File: src/verilog/dhbp_pkg.sv
// Package of constants for the decoder host byte port
package dhbp_pkg;
   localparam int unsigned CLK_PERIOD_NS   = 10;
   localparam int unsigned DRIVE_HIGH_NS   = 10;
   localparam int unsigned DRIVE_HIGH_CYC  =
      (DRIVE_HIGH_NS + CLK_PERIOD_NS - 1) / CLK_PERIOD_NS;
   localparam int unsigned HOLD_CYC_W      = 4;
   localparam logic [3:0]  HOLD_CYC        = 4'h2;
   localparam int unsigned WORD_BYTES      = 4;
   localparam int unsigned PIO_COUNT       = 32;
   // Pins 0, 11..18 inputs; 19..26 outputs; rest inputs
   localparam logic [31:0] PIO_DIR_RST     = 32'h07f8_0000;
   localparam logic [31:0] PIO_OUT_RST     = 32'h0000_0000;
   localparam logic [1:0]  SEL_QUEUE       = 2'h0;
   localparam logic [1:0]  SEL_REG         = 2'h1;
   localparam logic [1:0]  SEL_MEM         = 2'h2;
   localparam logic [1:0]  BYTE_IDX_RST    = 2'h0;
endpackage

File: src/verilog/dhbp_od_pin.sv
`timescale 1ns/1ps
// Open-drain output with brief active-high drive before release
module dhbp_od_pin #(
   parameter int unsigned HIGH_CYC = 1
) (
   // Clock and reset
   input  wire logic clk,
   input  wire logic nrst,
   // Request: 1 asserts the active-low pin
   input  wire logic assert_req,
   // Pin
   output logic      pin_o,
   output logic      pin_oe
);
   logic [3:0] cnt_q;
   logic [3:0] cnt_d;
   logic       pin_q;
   logic       pin_d;
   logic       oe_q;
   logic       oe_d;

   always_comb begin
      cnt_d = cnt_q;
      pin_d = pin_q;
      oe_d  = oe_q;
      if (assert_req) begin
         pin_d = 1'b0;
         oe_d  = 1'b1;
         cnt_d = 4'(HIGH_CYC);
      end else if (oe_q && !pin_q) begin
         // Drive high first so the pull-up need not charge the line
         pin_d = 1'b1;
      end else if (oe_q && cnt_q > 4'h1) begin
         cnt_d = cnt_q - 4'h1;
      end else begin
         oe_d  = 1'b0;
         pin_d = 1'b1;
      end
   end

   always_ff @(posedge clk or negedge nrst) begin
      if (!nrst) begin
         cnt_q <= 4'h0;
         pin_q <= 1'b1;
         oe_q  <= 1'b0;
      end else begin
         cnt_q <= cnt_d;
         pin_q <= pin_d;
         oe_q  <= oe_d;
      end
   end

   assign pin_o  = pin_q;
   assign pin_oe = oe_q;

   high_before_release_a: assert property (@(posedge clk) disable iff (!nrst)
      (oe_q && !pin_q && !assert_req) |=> (oe_q && pin_q))
      else $error("pin released without driving high");
   release_bound_a: assert property (@(posedge clk) disable iff (!nrst)
      (oe_q && pin_q && !assert_req && cnt_q <= 4'h1) |=> !oe_q)
      else $error("pin not released after high drive");
endmodule // dhbp_od_pin

File: src/verilog/dhbp_top.sv
`timescale 1ns/1ps
// Host byte port of the decoder: queue, register and memory access
module dhbp_top #(
   parameter int unsigned PIO_W = dhbp_pkg::PIO_COUNT
) (
   // Clock and reset
   input  wire logic              clk,
   input  wire logic              nrst,
   // Host strobes, asynchronous
   input  wire logic              port_sel_n,
   input  wire logic              host_wr_n,
   input  wire logic [1:0]        target_sel,
   // Host data lane
   input  wire logic [7:0]        host_byte_lane_i,
   output logic      [7:0]        host_byte_lane_o,
   output logic                   host_byte_lane_oe,
   // Transfer hold, open drain
   output logic                   transfer_hold_ack_n_o,
   output logic                   transfer_hold_ack_n_oe,
   // Host interrupt, open drain
   output logic                   host_int_n_o,
   output logic                   host_int_n_oe,
   // Decoder core side
   output logic                   queue_valid,
   output logic      [31:0]       queue_word,
   input  wire logic              queue_ready,
   output logic                   acc_req,
   output logic                   acc_wr,
   output logic                   acc_mem,
   output logic      [7:0]        acc_wdata,
   input  wire logic              acc_done,
   input  wire logic [7:0]        acc_rdata,
   input  wire logic              core_irq,
   // Programmable I/O
   input  wire logic [PIO_W-1:0]  prog_io_pin_i,
   output logic      [PIO_W-1:0]  prog_io_pin_o,
   output logic      [PIO_W-1:0]  prog_io_pin_oe,
   input  wire logic              pio_set_we,
   input  wire logic [PIO_W-1:0]  pio_dir_set,
   input  wire logic [PIO_W-1:0]  pio_out_set,
   output logic      [PIO_W-1:0]  pio_in_val
);
   typedef enum logic [2:0] {
      DHBP_IDLE, DHBP_QUEUE, DHBP_ACCESS, DHBP_DONE
   } dhbp_state_t;

   // Synchronisers for host pins and programmable I/O inputs
   logic [1:0]  sel_s_q;
   logic [1:0]  wr_s_q;
   logic [1:0]  tgt1_s_q;
   logic [1:0]  tgt0_s_q;
   logic [7:0]  lane_s1_q;
   logic [7:0]  lane_s2_q;
   logic [PIO_W-1:0] pio_s1_q;
   logic [PIO_W-1:0] pio_s2_q;

   always_ff @(posedge clk or negedge nrst) begin
      if (!nrst) begin
         sel_s_q   <= 2'h3;
         wr_s_q    <= 2'h3;
         tgt1_s_q  <= 2'h0;
         tgt0_s_q  <= 2'h0;
         lane_s1_q <= 8'h00;
         lane_s2_q <= 8'h00;
         pio_s1_q  <= '0;
         pio_s2_q  <= '0;
      end else begin
         sel_s_q   <= {sel_s_q[0], port_sel_n};
         wr_s_q    <= {wr_s_q[0], host_wr_n};
         tgt1_s_q  <= {tgt1_s_q[0], target_sel[1]};
         tgt0_s_q  <= {tgt0_s_q[0], target_sel[0]};
         lane_s1_q <= host_byte_lane_i;
         lane_s2_q <= lane_s1_q;
         pio_s1_q  <= prog_io_pin_i;
         pio_s2_q  <= pio_s1_q;
      end
   end

   logic       sel_n;
   logic       wr_n;
   logic [1:0] tgt;
   assign sel_n = sel_s_q[1];
   assign wr_n  = wr_s_q[1];
   assign tgt   = {tgt1_s_q[1], tgt0_s_q[1]};

   // Transfer state
   dhbp_state_t st_q;
   dhbp_state_t st_d;
   logic [1:0]  bidx_q;
   logic [1:0]  bidx_d;
   logic [31:0] word_q;
   logic [31:0] word_d;
   logic        qv_q;
   logic        qv_d;
   logic        req_q;
   logic        req_d;
   logic        wr_q;
   logic        wr_d;
   logic        mem_q;
   logic        mem_d;
   logic [7:0]  wdat_q;
   logic [7:0]  wdat_d;
   logic [7:0]  rdat_q;
   logic [7:0]  rdat_d;
   logic        rd_oe_q;
   logic        rd_oe_d;
   logic        hold_q;
   logic        hold_d;

   always_comb begin
      st_d    = st_q;
      bidx_d  = bidx_q;
      word_d  = word_q;
      qv_d    = qv_q;
      req_d   = 1'b0;
      wr_d    = wr_q;
      mem_d   = mem_q;
      wdat_d  = wdat_q;
      rdat_d  = rdat_q;
      rd_oe_d = rd_oe_q;
      hold_d  = 1'b0;
      if (qv_q && queue_ready)
         qv_d = 1'b0;
      case (st_q)
         DHBP_IDLE: begin
            if (!sel_n) begin
               hold_d = 1'b1;
               if (tgt == dhbp_pkg::SEL_QUEUE && !wr_n) begin
                  st_d = DHBP_QUEUE;
               end else if (tgt != dhbp_pkg::SEL_QUEUE) begin
                  req_d   = 1'b1;
                  wr_d    = !wr_n;
                  mem_d   = (tgt == dhbp_pkg::SEL_MEM);
                  wdat_d  = lane_s2_q;
                  rd_oe_d = wr_n;
                  st_d    = DHBP_ACCESS;
               end else begin
                  st_d = DHBP_DONE;
               end
            end
         end
         DHBP_QUEUE: begin
            hold_d = 1'b1;
            // Stall the host while the previous word is unsent
            if (!(qv_q && !queue_ready)) begin
               word_d = {word_q[23:0], lane_s2_q};
               bidx_d = bidx_q + 2'h1;
               if (bidx_q == 2'(dhbp_pkg::WORD_BYTES - 1))
                  qv_d = 1'b1;
               hold_d = 1'b0;
               st_d   = DHBP_DONE;
            end
         end
         DHBP_ACCESS: begin
            hold_d = 1'b1;
            if (acc_done) begin
               rdat_d = acc_rdata;
               hold_d = 1'b0;
               st_d   = DHBP_DONE;
            end
         end
         DHBP_DONE: begin
            // Host ends the cycle only after hold is released
            if (sel_n) begin
               rd_oe_d = 1'b0;
               st_d    = DHBP_IDLE;
            end
         end
         default: st_d = DHBP_IDLE;
      endcase
   end

   always_ff @(posedge clk or negedge nrst) begin
      if (!nrst) begin
         st_q    <= DHBP_IDLE;
         bidx_q  <= dhbp_pkg::BYTE_IDX_RST;
         word_q  <= 32'h0000_0000;
         qv_q    <= 1'b0;
         req_q   <= 1'b0;
         wr_q    <= 1'b0;
         mem_q   <= 1'b0;
         wdat_q  <= 8'h00;
         rdat_q  <= 8'h00;
         rd_oe_q <= 1'b0;
         hold_q  <= 1'b0;
      end else begin
         st_q    <= st_d;
         bidx_q  <= bidx_d;
         word_q  <= word_d;
         qv_q    <= qv_d;
         req_q   <= req_d;
         wr_q    <= wr_d;
         mem_q   <= mem_d;
         wdat_q  <= wdat_d;
         rdat_q  <= rdat_d;
         rd_oe_q <= rd_oe_d;
         hold_q  <= hold_d;
      end
   end

   assign queue_valid       = qv_q;
   assign queue_word        = word_q;
   assign acc_req           = req_q;
   assign acc_wr            = wr_q;
   assign acc_mem           = mem_q;
   assign acc_wdata         = wdat_q;
   assign host_byte_lane_o  = rdat_q;
   assign host_byte_lane_oe = rd_oe_q;

   // Open-drain drivers
   logic irq_q;
   always_ff @(posedge clk or negedge nrst) begin
      if (!nrst)
         irq_q <= 1'b0;
      else
         irq_q <= core_irq;
   end

   dhbp_od_pin #(.HIGH_CYC(dhbp_pkg::DRIVE_HIGH_CYC)) u_hold_pin (
      .clk        (clk),
      .nrst       (nrst),
      .assert_req (hold_q),
      .pin_o      (transfer_hold_ack_n_o),
      .pin_oe     (transfer_hold_ack_n_oe)
   );

   dhbp_od_pin #(.HIGH_CYC(dhbp_pkg::DRIVE_HIGH_CYC)) u_int_pin (
      .clk        (clk),
      .nrst       (nrst),
      .assert_req (irq_q),
      .pin_o      (host_int_n_o),
      .pin_oe     (host_int_n_oe)
   );

   // Programmable I/O, direction after reset fixed by constant
   logic [PIO_W-1:0] pdir_q;
   logic [PIO_W-1:0] pdir_d;
   logic [PIO_W-1:0] pout_q;
   logic [PIO_W-1:0] pout_d;
   always_comb begin
      pdir_d = pio_set_we ? pio_dir_set : pdir_q;
      pout_d = pio_set_we ? pio_out_set : pout_q;
   end
   always_ff @(posedge clk or negedge nrst) begin
      if (!nrst) begin
         pdir_q <= PIO_W'(dhbp_pkg::PIO_DIR_RST);
         pout_q <= PIO_W'(dhbp_pkg::PIO_OUT_RST);
      end else begin
         pdir_q <= pdir_d;
         pout_q <= pout_d;
      end
   end
   assign prog_io_pin_oe = pdir_q;
   assign prog_io_pin_o  = pout_q;
   assign pio_in_val     = pio_s2_q;

   msb_first_a: assert property (@(posedge clk) disable iff (!nrst)
      (st_q == DHBP_QUEUE && !(qv_q && !queue_ready))
      |=> word_q[7:0] == $past(lane_s2_q))
      else $error("queue byte not shifted in at low end");
   word_count_a: assert property (@(posedge clk) disable iff (!nrst)
      (st_q == DHBP_QUEUE && bidx_q == 2'h3 && !qv_q) |=> qv_q)
      else $error("word not issued after fourth byte");
   hold_on_select_a: assert property (@(posedge clk) disable iff (!nrst)
      (st_q == DHBP_IDLE && !sel_n) |=> ##1 !transfer_hold_ack_n_o)
      else $error("hold not asserted after select");
   access_req_a: assert property (@(posedge clk) disable iff (!nrst)
      (st_q == DHBP_IDLE && !sel_n && tgt != dhbp_pkg::SEL_QUEUE)
      |=> acc_req)
      else $error("register or memory access not requested");
   read_drive_a: assert property (@(posedge clk) disable iff (!nrst)
      host_byte_lane_oe |-> !acc_wr)
      else $error("lane driven during write");
   pio_reset_dir_a: assert property (@(posedge clk) disable iff (!nrst)
      $rose(nrst) |-> prog_io_pin_oe[26:19] == 8'hff
         && prog_io_pin_oe[18:11] == 8'h00 && !prog_io_pin_oe[0])
      else $error("pin direction wrong after reset");
   irq_pin_a: assert property (@(posedge clk) disable iff (!nrst)
      irq_q |=> (!host_int_n_o && host_int_n_oe))
      else $error("interrupt not driven low");
   done_wait_a: assert property (@(posedge clk) disable iff (!nrst)
      (st_q == DHBP_DONE && !sel_n) |=> st_q == DHBP_DONE)
      else $error("cycle ended while select held");
endmodule // dhbp_top

File: config.mk
export PLATFORM = sky130hd
export DESIGN_NAME = dhbp_top
export DESIGN_NICKNAME = d
export VERILOG_FILES = /design/src/verilog/dhbp_pkg.sv /design/src/verilog/dhbp_od_pin.sv /design/src/verilog/dhbp_top.sv
export SDC_FILE = /design/constraint.sdc
export NUM_CORES = 1
export LEC_CHECK = 0
export ABC_CLOCK_PERIOD_IN_PS = 1300
export BUFFER_PORTS_ARGS = -buffer_cell sky130_fd_sc_hd__buf_4
export CORE_MARGIN = 1.5
export CORE_UTILIZATION = 44
export CTS_BUF_LIST = sky130_fd_sc_hd__clkbuf_16
export CTS_CLUSTER_SIZE = 14
export DETAILED_ROUTE_END_ITERATION = 7
export MAX_ROUTING_LAYER = met4
export PLACE_DENSITY = 0.73
export SLEW_MARGIN = 20
export SYNTH_ARGS = -nofsm -noshare
export SYNTH_HDL_FRONTEND = slang
export SYNTH_SLANG_ARGS = --single-unit
File: constraint.sdc
create_clock -name clk -period 1.3 [get_ports clk]
set_input_delay 0.065 -clock clk [delete_from_list [all_inputs] [get_ports clk]]
set_output_delay 0.065 -clock clk [all_outputs]
set_load 0.1 [all_outputs]
==> metrics.md <==
| Metric | Value |
|---|---|
| Die Footprint | ~18,000 sq um |
| DRC | 0 |
| Max_slew headroom | between 70% and 80% |
| Design Power | 30.6 mW |
| P per Cell Area | about 2400 nW/um^2 |
| Layout cells sized above 1 | 56.5% |
| CTS Buffer Depth | 3 |
| CORE AREA | 17,200 sq um |
| Tmin final | approximately 1500 ps |
| Reg clk slew, reported paths | around 60 ps |
| Io pins | 275 |
| Clock buffer count from CTS | 22 |
| Vias | 5,509 |
| Cell area after synthesis | approximately 7700 sq um |
| Largest stage delay, worst path | approximately 400 ps |
| Detailed-placement wirelength estimate | between 10 and 15 mm |
| Clock sink count | between 200 and 250 |
| Initial DRC count | about 180 |
| Share of the synthesized area in the top cell type | approximately 70% |
| Reg2Reg Setup Slack | -190 ps |
| Max-slew violations | 0 |
| Final setup violation count | 66 |
| Max VDD drop | about 2.6 mV |
| Critical Path AT | ~1900 ps |
| Synth area leaders | dfrtp_1, mux2_2, mux2_4, dfstp_2, nand2_1 |
| H-tree Lvls | 1 |
| Clock Tree Root | clkbuf_16 |
| I/O Buffers | between 200 and 300 |
| Leakage | between 6 and 7 nW |
| Post-synth cell types | 31 |
| Clk_lat worst skew | about 500 ps |
| CP Buf/Inv Count | 3 |
| TritonCTS clock tree | yes |
| First-pass GRT wire length | roughly 32 mm |
| Final period util | 114% |
| Number of synthesized register bits | approximately 220 |
| CP Max Fanout | 5 |
| Initial antenna violation count | 0 |
| Register area share after synthesis | 72.9% |
| Kind of cell adding the most delay to the critical path | flip-flops |
| GRT Total Usage | a little under a quarter |
| Crit end category | register |
| WL final | between 20 and 25 mm |
| Failing checks | negative setup slack |
| Most used cell, CP | nand2_1 |
| Synth Instances | 449 |
| Critical path launch point type | register |
| Outcome | complete, but fails checks |
| FF-to-FF Start | st_q[1]$_DFFE_PN0P_ |
| CP required | 1690 ps |
| Die width | around 140 um |
| Largest net degree at the start of global routing | 47 |
| RSZ-0062 raised after global routing | true |
| Nets | about 1,000 |
| Via count of the first global-routing pass | a little over 6,000 |
| Final ANT Viol Nets | 0 |
| GR Overflow Total | 0 |
| Place WS | -138 ps |
| Ys Warns | 0 |
| R2R Path End | acc_wdata[1]$_DFFE_PN0P_ |
| Area leader, netlist | dfrtp_1 |
| DR WL/cell | about 19 um |
| Setup ws final | -188 ps |
| Critical path class | reg -> reg |
| Syn Area/Cell | 17.1 sq um |
| Max Clock Skew | roughly 11 ps |
| Die height | 135 um |
| Reg2reg path depth | 8 |
| Syn Nets | between 500 and 600 |
| Final count of hold timing violations | 0 |
| Fill cell count | 962 |
| MaxCap Viol Count | 0 |
| Hold Path Class | in -> async |
| Final instance area | 12,800 sq um |
| Gpl congestion | 0.810 |
| Worst Tran Pin Value | slightly above 400 ps |
| Area delta synth->final | 66.5% |
| Row cnt | between 40 and 50 |
| Initial core utilization | 44.7% |
| Placed Area | approximately 10,000 sq um |
| Detailed-router iteration count before antenna repair | 4 |
| Max frequency | ~670 MHz |
| CP cell instances | inv_2 -> buf_6 -> ha_4 -> nor2b_4 -> o21ai_4 -> clkinvlp_4 -> nand2_1 -> nand2_1 |
| Cell at the slowest stage of the critical path | dfrtp_1 |
| Avg Vias per Cell | roughly 4.8 |
| Antenna diodes | 0 |
## routing by layer
metal	wire, um	track usage [%]	up-vias
li1	-	-	2442
met1	7880	26.9	2789
met2	11800	41.5	229
met3	1330	5.11	49
met4	661	8.18	0
met5	0	-	-
## sequential cells by signal, summed over array words and instances (netlist names), 8 cells and up
name	flops
lane_s2_q	8
pio_s1_q	32
host_byte_lane_o	8
prog_io_pin_o	32
queue_word	32
prog_io_pin_oe	32
pio_in_val	32
acc_wdata	8
lane_s1_q	8
## through the flow
stage / std cells / hold WS [ps] / TNS (ps) / util (%)
after floorplan: 449 / -231 / -3920 / -
after global placement: 960 / 3.52 / -2560 / 59.7
after detailed placement: 960 / 4.51 / -4960 / 59.7
after CTS: 1131 / 63.3 / -4070 / 72.7
after global routing: 1142 / 96.1 / -8320 / 74.4
final: 1142 / 55.0 / -5230 / 74.4
## how the worst max path moves through the flow
stage / to / startpoint / cells after the start
final: acc_wdata[1]$_DFFE_PN0P_ / st_q[1]$_DFFE_PN0P_ / 8
after CTS: acc_wdata[7]$_DFFE_PN0P_ / st_q[1]$_DFFE_PN0P_ / 8
after global placement: queue_word[0]$_DFFE_PN0P_ / st_q[0]$_DFFE_PN0P_ / 3
after global routing: acc_wdata[1]$_DFFE_PN0P_ / st_q[1]$_DFFE_PN0P_ / 8
after floorplan: queue_word[12]$_DFFE_PN0P_ / queue_valid$_DFF_PN0_ / 4
after detailed placement: st_q[0]$_DFFE_PN0P_ / st_q[1]$_DFFE_PN0P_ / 6
## area by class of cell
class	count	area [sq um]	share of cell area, %
Multi-Input combinational cell	207	2290	17.9
Clock inverter	18	114	0.891
Timing Repair inverter	1	7.51	0.0587
Sequential cell	223	5610	43.9
Clock buffer	22	551	4.31
Timing Repair Buffer	433	3880	30.4
Tap cell	225	282	2.20
Inverter	13	48.8	0.382
## cells in the mapped netlist
library cell and number:
a211oi_2 2, a21oi_1 6, a21oi_2 1, a2bb2oi_2 1
a31o_1 2, buf_2 2, buf_4 6, buf_6 3
dfrtp_1 209, dfstp_2 14, ha_1 10, inv_1 12
inv_2 1, mux2_2 78, mux2_4 29, mux2i_1 1
nand2_1 36, nand2_4 1, nand2b_1 1, nand2b_4 1
nor2_1 12, nor2b_4 1, nor3_1 6, nor4_1 1
o2111ai_1 2, o21ai_1 1, o21ai_2 1, o311a_4 2
o41ai_1 2, xnor2_1 3, xor2_1 2
## cell usage in the layout (no fill, tap or decap), drive strengths merged, types with 2 or more instances in the layout
master / instances
dlygate4sd3: 120
xnor2: 3
clkinv: 9
a31o: 2
nand2b: 2
o311a: 2
nand2: 42
nor2: 12
clkinvlp: 2
clkbuf: 22
dfrtp: 209
a21oi: 7
mux2: 107
o21ai: 2
buf: 313
nor3: 6
dfstp: 14
inv: 20
o41ai: 2
xor2: 2
o2111ai: 2
a211oi: 2
ha: 10
## cell families after synthesis
| group | Yosys count | synth area share, % |
|---|---|---|
| buffers and inverters | 24 | 1.79 |
| adder cells (fa/ha/maj) | 10 | 1.63 |
| AND/OR/NAND/NOR | 59 | 3.41 |
| multiplexers | 108 | 17.2 |
| XOR/XNOR | 5 | 0.571 |
| AO/OA/AOI/OAI | 20 | 2.44 |
| flip-flops | 223 | 72.9 |
## worst reg2reg max path, cell delays in order (launching register included)
cell	delay, ps
dfrtp_1	400
inv_2	70
buf_6	120
ha_4	160
nor2b_4	140
o21ai_4	120
clkinvlp_4	210
nand2_1	100
nand2_1	50
## repair_timing
action	in CTS	in global routing
hold buffers	120	0
resized for setup	66	35
setup endpoints to repair	71	83
setup buffers	7	9
pin swaps	21	3
gates cloned	4	2
hold endpoints to repair	334	0
## report_power, final
part / leakage (nW) / switching [mW] / total, mW / internal (mW)
logic: 3.16 / 10.7 / 15.3 / 4.65
clock network: 0.349 / 2.60 / 5.88 / 3.28
registers: 2.61 / 1.08 / 9.38 / 8.30
Power figures use the tool's default switching activity.
